File: config.mk
export PLATFORM = sky130hd
export DESIGN_NAME = heh_echo_taps
export DESIGN_NICKNAME = d
export VERILOG_FILES = /design/src/hw/heh_echo_taps.v /design/src/hw/heh_tap.v
export VERILOG_INCLUDE_DIRS = /design/src /design/src/hw
export SDC_FILE = /design/constraint.sdc
export NUM_CORES = 2
export LEC_CHECK = 0
export BUFFER_PORTS_ARGS = -buffer_cell sky130_fd_sc_hd__buf_2
export CAP_MARGIN = 25
export CORE_AREA = 10 10 314 316
export DETAILED_ROUTE_END_ITERATION = 6
export DIE_AREA = 0 0 324 326
export PLACE_DENSITY = 0.72
export SYNTH_ARGS = -nofsm -noshare
export SYNTH_HDL_FRONTEND = slang
export SYNTH_SLANG_ARGS = --single-unit
File: constraint.sdc
create_clock -name clk_sys -period 9.9 [get_ports clk_sys]
set_input_delay 0.495 -clock clk_sys [delete_from_list [all_inputs] [get_ports clk_sys]]
set_output_delay 0.495 -clock clk_sys [all_outputs]
set_load 0.005 [all_outputs]
File: src/hw/heh_regs.vh
// Register map and constants for the hybrid echo tap register bank
`ifndef HEH_REGS_VH
`define HEH_REGS_VH

// ==========================================================================
// Register addresses
`define HEH_ADDR_W          8
`define HEH_ADDR_TAP_ONE    8'h2d
`define HEH_ADDR_TAP_TWO    8'h2e
`define HEH_ADDR_TAP_THREE  8'h2f
`define HEH_ADDR_TAP_FOUR   8'h30
`define HEH_ADDR_TAP_FIVE   8'h31
`define HEH_ADDR_TAP_SIX    8'h32
`define HEH_ADDR_TAP_SEVEN  8'h33
`define HEH_ADDR_TAP_EIGHT  8'h34
`define HEH_ADDR_RSVD_FIRST 8'h35
`define HEH_ADDR_RSVD_LAST  8'h3a

// ==========================================================================
// Field layout and reset values
`define HEH_COEF_W          8
`define HEH_COEF_RST        8'h00
`define HEH_RD_IDLE         8'h00
`define HEH_NUM_TAPS        8
`define HEH_GUARD_W         3
`define HEH_COEF_FRAC       7
`define HEH_SMP_W           16

`endif

File: src/hw/heh_echo_taps.v
// Eight-tap hybrid echo filter with its coefficient register bank
`timescale 1ns/10ps
`include "heh_regs.vh"

module heh_echo_taps #(
  parameter DW   = `HEH_SMP_W,
  parameter CW   = `HEH_COEF_W,
  parameter NTAP = `HEH_NUM_TAPS,
  parameter GW   = `HEH_GUARD_W,
  parameter FRAC = `HEH_COEF_FRAC
) (
  // Clock and reset
  input  wire                     clk_sys,
  input  wire                     resetn,
  // Register port
  input  wire [`HEH_ADDR_W-1:0]   reg_addr,
  input  wire                     reg_wr_en,
  input  wire [CW-1:0]            reg_wdata,
  input  wire                     reg_rd_en,
  output reg  [CW-1:0]            reg_rdata,
  output reg                      reg_rd_valid,
  // Sample stream
  input  wire                     smp_valid,
  input  wire [DW-1:0]            tx_smp,
  input  wire [DW-1:0]            rx_smp,
  output reg  [DW-1:0]            rx_clean,
  output reg                      rx_clean_valid,
  // Status
  output reg  [NTAP-1:0]          tap_active
);

  // ========================================================================
  // Local widths
  localparam PW = DW + CW;
  localparam SW = PW + GW;

  // ========================================================================
  // Declarations
  wire [NTAP-1:0]    tap_hit;
  wire [NTAP*CW-1:0] coef_flat;
  wire [NTAP*DW-1:0] line_flat;
  wire [NTAP*PW-1:0] prod_flat;
  wire               rsvd_hit;

  reg  [CW-1:0]      rdata_d;
  reg  [SW-1:0]      acc_d;
  reg  [SW-1:0]      est_q;
  reg  [DW-1:0]      rx1_q;
  reg  [DW-1:0]      rx2_q;
  reg                v1_q;
  reg                v2_q;
  reg  [NTAP-1:0]    active_d;

  wire signed [SW-1:0] est_s;
  wire signed [SW-1:0] est_sc;
  wire signed [SW-1:0] rx_ext;
  wire signed [SW:0]   diff_s;
  reg  [DW-1:0]        clean_d;

  // Separate loop indices so no variable is shared between processes
  integer k;
  integer ka;
  integer ks;

  // ========================================================================
  // Address decode
  // Stage i sits at tap one's address plus i, so taps two to eight land
  // on consecutive addresses with no gaps.
  genvar i;
  generate
    for (i = 0; i < NTAP; i = i + 1) begin : g_tap
      localparam integer TAP_ADDR = `HEH_ADDR_TAP_ONE + i;
      wire [DW-1:0] line_in;

      // Address match per coefficient register, used for both the write strobe and the read select
      assign tap_hit[i] = (reg_addr == TAP_ADDR[`HEH_ADDR_W-1:0]);

      // First stage takes the new transmit sample, later ones the previous
      if (i == 0) begin : g_first
        assign line_in = tx_smp;
      end else begin : g_next
        assign line_in = line_flat[(i-1)*DW +: DW];
      end

      heh_tap #(
        .DW (DW),
        .CW (CW)
      ) u_tap (
        .clk_sys    (clk_sys),
        .resetn     (resetn),
        .coef_we    (reg_wr_en & tap_hit[i]),
        .coef_wdata (reg_wdata),
        .shift_en   (smp_valid),
        .smp_in     (line_in),
        .smp_q      (line_flat[i*DW +: DW]),
        .coef_q     (coef_flat[i*CW +: CW]),
        .prod       (prod_flat[i*PW +: PW])
      );
    end
  endgenerate

  // Reserved window; writes here change nothing inside the block
  assign rsvd_hit = (reg_addr >= `HEH_ADDR_RSVD_FIRST) &&
                    (reg_addr <= `HEH_ADDR_RSVD_LAST);

  // ========================================================================
  // Read path
  // Reserved and unmapped addresses read back as zero; software is told
  // not to trust the reserved range, so zero is as good as any value.
  always @* begin
    rdata_d = `HEH_RD_IDLE;
    for (k = 0; k < NTAP; k = k + 1) begin
      if (tap_hit[k]) begin
        rdata_d = coef_flat[k*CW +: CW];
      end
    end
    if (rsvd_hit) begin
      rdata_d = `HEH_RD_IDLE;
    end
  end

  // Read data held until the next read
  always @(posedge clk_sys or negedge resetn) begin
    if (!resetn) begin
      reg_rdata    <= `HEH_RD_IDLE;
      reg_rd_valid <= 1'b0;
    end else begin
      reg_rd_valid <= reg_rd_en;
      if (reg_rd_en) begin
        reg_rdata <= rdata_d;
      end
    end
  end

  // ========================================================================
  // Tap status
  // One bit per stage that currently shapes the response
  always @* begin
    for (ka = 0; ka < NTAP; ka = ka + 1) begin
      active_d[ka] = (coef_flat[ka*CW +: CW] != `HEH_COEF_RST);
    end
  end

  always @(posedge clk_sys or negedge resetn) begin
    if (!resetn) begin
      tap_active <= {NTAP{1'b0}};
    end else begin
      tap_active <= active_d;
    end
  end

  // ========================================================================
  // Echo estimate
  // Guard bits let all eight full-scale products add without wrapping.
  always @* begin
    acc_d = {SW{1'b0}};
    for (ks = 0; ks < NTAP; ks = ks + 1) begin
      acc_d = acc_d + {{GW{prod_flat[ks*PW+PW-1]}}, prod_flat[ks*PW +: PW]};
    end
  end

  // Two-stage pipeline: sum, then subtract; receive sample rides alongside
  always @(posedge clk_sys or negedge resetn) begin
    if (!resetn) begin
      v1_q  <= 1'b0;
      v2_q  <= 1'b0;
      rx1_q <= {DW{1'b0}};
      rx2_q <= {DW{1'b0}};
      est_q <= {SW{1'b0}};
    end else begin
      v1_q <= smp_valid;
      v2_q <= v1_q;
      if (smp_valid) begin
        rx1_q <= rx_smp;
      end
      if (v1_q) begin
        est_q <= acc_d;
        rx2_q <= rx1_q;
      end
    end
  end

  // ========================================================================
  // Cancellation
  // Coefficients are signed with FRAC fraction bits; estimate is rescaled.
  assign est_s  = est_q;
  assign est_sc = est_s >>> FRAC;
  assign rx_ext = {{(SW-DW){rx2_q[DW-1]}}, rx2_q};
  assign diff_s = {rx_ext[SW-1], rx_ext} - {est_sc[SW-1], est_sc};

  // Saturate so a badly tuned filter clips instead of wrapping
  always @* begin
    if ((diff_s[SW:DW-1] != {(SW-DW+2){1'b0}}) &&
        (diff_s[SW:DW-1] != {(SW-DW+2){1'b1}})) begin
      clean_d = diff_s[SW] ? {1'b1, {(DW-1){1'b0}}} : {1'b0, {(DW-1){1'b1}}};
    end else begin
      clean_d = diff_s[DW-1:0];
    end
  end

  // Cleaned receive sample, held until the next one
  always @(posedge clk_sys or negedge resetn) begin
    if (!resetn) begin
      rx_clean       <= {DW{1'b0}};
      rx_clean_valid <= 1'b0;
    end else begin
      rx_clean_valid <= v2_q;
      if (v2_q) begin
        rx_clean <= clean_d;
      end
    end
  end

endmodule // heh_echo_taps

File: src/hw/heh_tap.v
// One filter stage: coefficient register, delay-line sample and its product
`timescale 1ns/10ps
`include "heh_regs.vh"

module heh_tap #(
  parameter DW = 16,
  parameter CW = 8
) (
  // Clock and reset
  input  wire                 clk_sys,
  input  wire                 resetn,
  // Coefficient write
  input  wire                 coef_we,
  input  wire [CW-1:0]        coef_wdata,
  // Delay line
  input  wire                 shift_en,
  input  wire [DW-1:0]        smp_in,
  output reg  [DW-1:0]        smp_q,
  // Stage results
  output reg  [CW-1:0]        coef_q,
  output wire [DW+CW-1:0]     prod
);

  // ========================================================================
  // Storage
  wire signed [DW-1:0]    smp_s;
  wire signed [CW-1:0]    coef_s;
  wire signed [DW+CW-1:0] mul_s;

  // Coefficient and sample hold, both cleared so a fresh stage is silent
  always @(posedge clk_sys or negedge resetn) begin
    if (!resetn) begin
      coef_q <= `HEH_COEF_RST;
      smp_q  <= {DW{1'b0}};
    end else begin
      if (coef_we) begin
        coef_q <= coef_wdata;
      end
      if (shift_en) begin
        smp_q <= smp_in;
      end
    end
  end

  // ========================================================================
  // Product
  assign smp_s  = smp_q;
  assign coef_s = coef_q;
  assign mul_s  = smp_s * coef_s;

  // Forced to zero, not merely multiplied by zero, so intent is explicit
  assign prod = (coef_q == `HEH_COEF_RST) ? {(DW+CW){1'b0}} : mul_s;

endmodule // heh_tap

Yosys cells after proc, flatten, opt, wreduce, memory -nomap -nowiden --
Index checks and enable logic that the tools add are counted.
Cells by class: add/subtract/negate cells 8, multiply operators 8, div/mod/pow operators 0, $lt $le $gt $ge 2, equal/unequal tests 9, shift operators 0, muxes and demuxes 19, bitwise gates (word level) 8, reduce and logical (&&, ||, !) cells 19
Operators by type and width (number):
- 16-bit by 8-bit multiplier with 24-bit output | 8
- 24-bit two-way mux | 8
- 27-bit adder | 4
- 8-bit two-way mux | 9
- 8-bit by 6-bit == test with 1-bit output (second input constant) | 8
- 8-bit zero test | 8
- 8-bit nonzero test | 8
- 16-bit two-way mux | 2
- 26-bit by 24-bit adder with 27-bit output | 1
- 25-bit by 24-bit adder with 26-bit output | 1
- 24-bit by 24-bit adder with 25-bit output | 1
- 16-bit by 20-bit subtractor with 21-bit output | 1
- 13-bit inequality test (second input constant) | 1
- 13-bit nonzero test | 1
- 1-bit AND | 8
- 8-bit by 6-bit greater-or-equal comparator with 1-bit output (second input constant) | 1
- 8-bit by 6-bit less-or-equal comparator with 1-bit output (second input constant) | 1
- 1-bit logical AND | 2
Word-level totals: register bits 287, bits in latches 0, RAM bits 0, memory bits (read-only) 0, input bits 53, output and inout bits 34, memories kept 0

Longest topological paths before layout --
depth in word-level cells 10, gate-level depth with buffers 37

Cells and area by module --
A second synthesis with hierarchy kept.
Unflattened totals: cell total of the unflattened synthesis 5886, area, all modules 54619.9 µm²
Modules (own cells, without submodules):
- heh_tap (g_tap[1].u_tap ...) | instances 4, cells an instance 595, area each 5537.8 µm², sequential area each 600.6 µm²
- heh_echo_taps | instances 1, cells an instance 1114, area each 10146.0 µm², sequential area each 2202.1 µm²
- heh_tap (g_tap[0].u_tap) | instances 1, cells an instance 608, area each 5627.9 µm², sequential area each 600.6 µm²
- heh_tap (g_tap[5].u_tap) | instances 1, cells an instance 594, area each 5572.8 µm², sequential area each 600.6 µm²
- heh_tap (g_tap[7].u_tap) | instances 1, cells an instance 595, area each 5562.8 µm², sequential area each 600.6 µm²
- heh_tap (g_tap[6].u_tap) | instances 1, cells an instance 595, area each 5559.1 µm², sequential area each 600.6 µm²

Worst setup path after synthesis --
Ideal clock, no wire load.
path type register to register, start point register g_tap[5].u_tap.coef_q[5], end point register est_q[25], arrival time 8.356 ns, path slack 1.400 ns, stages on the path, launching flop included 33, path buffers 2, period minus slack after synthesis 8.500 ns, cell sequence dfrtp_1 clkbuf_1 clkbuf_1 nand2_1 fa_1 fa_1 fa_1 fa_1 inv_1 ha_1 inv_1 o21ai_1 a2111oi_0 o21bai_1 a41oi_1 nand2b_1 a21oi_1 xnor2_1 nand2_1 fa_1 inv_1 fa_1 fa_1 inv_1 fa_1 inv_1 ha_1 a2111oi_0 a21oi_1 a21o_1 o41ai_2 xor2_1 mux2i_1
On the way: longest elaborated chain between the ends 5, elaborated cells on any way between the ends 6
Ends and longest elaborated chain:
- start: declaration | RTL line heh_tap.v:20 | output reg [CW-1:0] coef_q,
- start signal: assignment | RTL line heh_tap.v:33 | coef_q <= `HEH_COEF_RST;
- start signal: assignment | RTL line heh_tap.v:37 | coef_q <= coef_wdata;
- 16-bit by 8-bit multiplier with 24-bit output / 8-bit zero test (equally long branches)
- 24-bit two-way mux * | RTL line heh_tap.v:52 | assign prod = (coef_q == `HEH_COEF_RST) ? {(DW+CW){1'b0}} : mul_s;
- 27-bit adder * (3 in series) | RTL line heh_echo_taps.v:158 | acc_d = acc_d + {{GW{prod_flat[ks*PW+PW-1]}}, prod_flat[ks*PW +: PW]};
- end signal: assignment | RTL line heh_echo_taps.v:169 | est_q <= {SW{1'b0}};
- end: declaration | RTL line heh_echo_taps.v:47 | reg [SW-1:0] est_q;
Mark *: on every way between the ends. The rest lies on a longest branch, timed or not. A chain may end at the register's enable or synchronous reset.

Final worst setup path --
start point register g_tap[0].u_tap.coef_q[2], end point register est_q[25]
On the way: longest elaborated chain between the ends 9, elaborated cells on any way between the ends 10
Ends and longest elaborated chain (RTL line):
- start: declaration | heh_tap.v:20
- start signal: assignment | heh_tap.v:33
- start signal: assignment | heh_tap.v:37
- 16-bit by 8-bit multiplier with 24-bit output / 8-bit zero test (equally long branches)
- 24-bit two-way mux * | heh_tap.v:52
- 24-bit by 24-bit adder with 25-bit output * | heh_echo_taps.v:158
- 25-bit by 24-bit adder with 26-bit output * | heh_echo_taps.v:158
- 26-bit by 24-bit adder with 27-bit output * | heh_echo_taps.v:158
- 27-bit adder * (4 in series) | heh_echo_taps.v:158
Marked as above.

==> results_dict.tcl <==
set metrics [dict create \
    dp_hpwl_um 112000 \
    min_path_type "input port to flip-flop" \
    grt_pass1_wl_um 227000 \
    slew_violations 0 \
    global_route.usage.met3_pct 4.77 \
    fillers 7804 \
    grt_pass1_vias 41200 \
    die_h_um 326 \
    die_w_um 324 \
    use_met2_pct 43.6 \
    start_util_pct 57.5 \
    syn-num-nets 7074 \
    cpMostUsedCell "fa_1" \
    finClkSkew_ns 0.0413 \
    drv_cap 0 \
    rsz0062_at_grt "no" \
    synth_top_cells_by_count "1,251 x inv_1, 970 x fa_1, 668 x and2_1, 433 x nand2_1, 406 x ha_1" \
    worstSetupEndpointType "flip-flop" \
    worstMarginPinSlew_ns 1.06 \
    final_util_pct 60.6 \
    synthSimpleGateAreaFrac_pct 15.6 \
    fmaxAchievable_ghz 0.106 \
    critPathRequiredTime_ns 10.30 \
    ys_ff_latch 280 \
    post_cts_buffers 0 \
    clk_pin_slew_worst_paths_ns 0.06 \
    p_switching_uw 5650 \
    synthMuxAreaShare_pct 5.32 \
    synth_top_family_by_area "adder cells" \
    path_class "flip-flop to flip-flop" \
    hold_viol_final 0 \
    synth_cell_types 72 \
    num_rows 112 \
    drt_first_pass_iters 7 \
    grt_antenna_before_repair 8 \
    met1_usage_pct 36.4 \
    die-area_mm2 0.106 \
    synthTopCellsByArea "fa_1 37%, dfrtp_1 13%, ha_1 9.6%" \
    stdcell_count 6832 \
    synthCells 5645 \
    nets 7037 \
    ir_worst_vdd_uv 336 \
    clock-root-buffer "clkbuf_16" \
    areaGrowthSynthToFinish_pct 5.44 \
    drtAntennaViolNets 0 \
    grt_busiest_layer "met2" \
    synth_top_flop_cell "dfrtp_1" \
    synth-adder-area-share_pct 46.1 \
    yosys.area.top_type "fa_1" \
    startpoint_type "flip-flop" \
    wl_um 139000 \
    cts_buffer_depth 3 \
    drt_iter0_markers 2759 \
    placed_area_mm2 0.0547 \
    vias_per_cell 5.59 \
    gp_congestion 1.02 \
    cts.sinks 280 \
    place_inst 6761 \
    io_buffers 86 \
    synthArstFlopShare_pct 100 \
    status "completed" \
    insertedDiodeCount 0 \
    power.leakage_uw 0.0275 \
    yosysMostFrequentCell "inv_1" \
    synth_edf_count 0 \
    comb_power_share_pct 68.7 \
    syn_area_mm2 0.0532 \
    yosysSeqAreaShare_pct 13.2 \
    power.internal_uw 5620 \
    track_usage_pct 27.2 \
    synth_top_area_share_pct 36.5 \
    cp.arrival_ns 9.82 \
    setup_viol 0 \
    critPathMaxStageDelay_ns 0.84 \
    avgSynthCellArea_um2 9.42 \
    cp_max_fo 19 \
    total_power_uw 11300 \
    maxSlewHeadroom_pct 29.3 \
    cts_made_buffers 40 \
    design_area_mm2 0.0561 \
    clock_power_share_pct 13.4 \
    num_vias 38200 \
    synth_compound_area_share_pct 6.03 \
    seq_power_share_pct 18.0 \
    overflow 0 \
    cts_tree "yes" \
    synth_xor_area_share_pct 3.49 \
    setup_tns_ns 0 \
    period_needed_ns 9.42 \
    synthesis.yosys.warnings 0 \
    drive_gt1_share_pct 8.31 \
    clock_latency_ns 0.59 \
    io_pins 87 \
    h-tree-depth 2 \
    route.detailed.drc 0 \
    core_mm2 0.0925 \
    post-route-period-util_pct 95.1 \
    grt_max_degree 96 \
    wl_per_cell_um 20.3 \
    cp_slowest_cell "dfrtp_1" \
    powerDensity_mw_per_mm2 201 \
    swShare_pct 50.1 \
]
-- sequential cells by signal, indices dropped and copies added (netlist names) --
register and cells:
g_tap.u_tap.smp_q 128, v1_q 1, rx_clean_valid 1, reg_rdata 8, g_tap.u_tap.coef_q 64, rx_clean 16, tap_active 8, reg_rd_valid 1
rx1_q 16, est_q 20, v2_q 1, rx2_q 16
-- per-layer routing --
metal | vias up | share of wire [%]
li1 | 17100 | -
met1 | 19500 | 41
met2 | 1258 | 47
met3 | 297 | 7.4
met4 | 6 | 4.6
met5 | - | 0.027
-- worst max-delay path, delay by kind of cell (launching register included) --
kind / cells / cell delay, ns
simple gates: 3 / 0.39
flops: 1 / 0.84
buf+inv: 5 / 0.24
mux: 1 / 0.08
compound gates: 12 / 2.68
xor+xnor: 1 / 0.18
fa+ha+maj: 10 / 4.79
-- area by class of cell --
class	instances	area, µm²	share of cell area, %
multi-input combinational	3900	40700	72.6
sequential	280	7020	12.5
inverter	1251	4700	8.37
tap	1197	1500	2.67
clock buffer	49	1100	1.95
timing repair buffer	135	837	1.49
clock inverter	20	238	0.424
-- final timing paths --
check,cells past startpoint,from,slack [ns],endpoint
min reg2reg,2,rx_clean[15]$_DFFE_PN0P_,0.49,rx_clean[15]$_DFFE_PN0P_
min,2,tx_smp[12],0.14,g_tap[0].u_tap.smp_q[12]$_DFFE_PN0P_
max in group asynchronous,4,resetn,7.13,tap_active[0]$_DFF_PN0_
min in group asynchronous,2,resetn,0.54,g_tap[4].u_tap.smp_q[9]$_DFFE_PN0P_
max reg2reg,32,g_tap[0].u_tap.coef_q[2]$_DFFE_PN0P_,0.48,est_q[25]$_DFFE_PN0P_
max,32,g_tap[0].u_tap.coef_q[2]$_DFFE_PN0P_,0.48,est_q[25]$_DFFE_PN0P_
-- power groups by stage --
stage	Clock [µW]	Sequential (µW)	Combinational [µW]
final	1510	2020	7740
after global routing	1570	2070	8740
after detailed placement	0	2030	7650
after global placement	0	2030	7530
after floorplan	0	1600	5890
after CTS	1530	2010	7740
-- cell usage in the layout (no fill, tap or decap), types with 45 or more instances in the layout --
| cell type | n |
|---|---|
| nand3_1 | 45 |
| inv_1 | 1251 |
| a21o_1 | 59 |
| mux2_2 | 228 |
| buf_2 | 84 |
| nand2_1 | 433 |
| buf_4 | 47 |
| o21ai_0 | 79 |
| nor2_1 | 200 |
| a21oi_1 | 138 |
| dfrtp_1 | 271 |
| xnor2_1 | 143 |
| xor2_1 | 66 |
| fa_1 | 970 |
| ha_1 | 406 |
| nand2b_1 | 112 |
| and2_1 | 668 |
-- logic make-up after synthesis --
kind of cell             after synthesis
AND/OR/NAND/NOR                     1583
XOR/XNOR                             211
buffers and inverters               1465
multiplexers                         244
flip-flops                           280
adder cells (fa/ha/maj)             1376
AO/OA/AOI/OAI                        486
-- through the flow --
| step | setup WS (ns) | hold slack (ns) |
|---|---|---|
| floorplan | 1.40 | 0.199 |
| global placement | 0.429 | 0.477 |
| detailed placement | 0.440 | 0.479 |
| CTS | 0.365 | 0.122 |
| global route | 0.0366 | 0.150 |
| finish | 0.480 | 0.140 |
-- what timing repair did --
item                                    4_1_cts  5_1_grt
hold endpoints to repair                     53        0
endpoints found under the setup margin        0        9
hold buffers                                  1        0
gates resized for setup                       0       11
No activity file was read; power rests on OpenSTA's default activity.
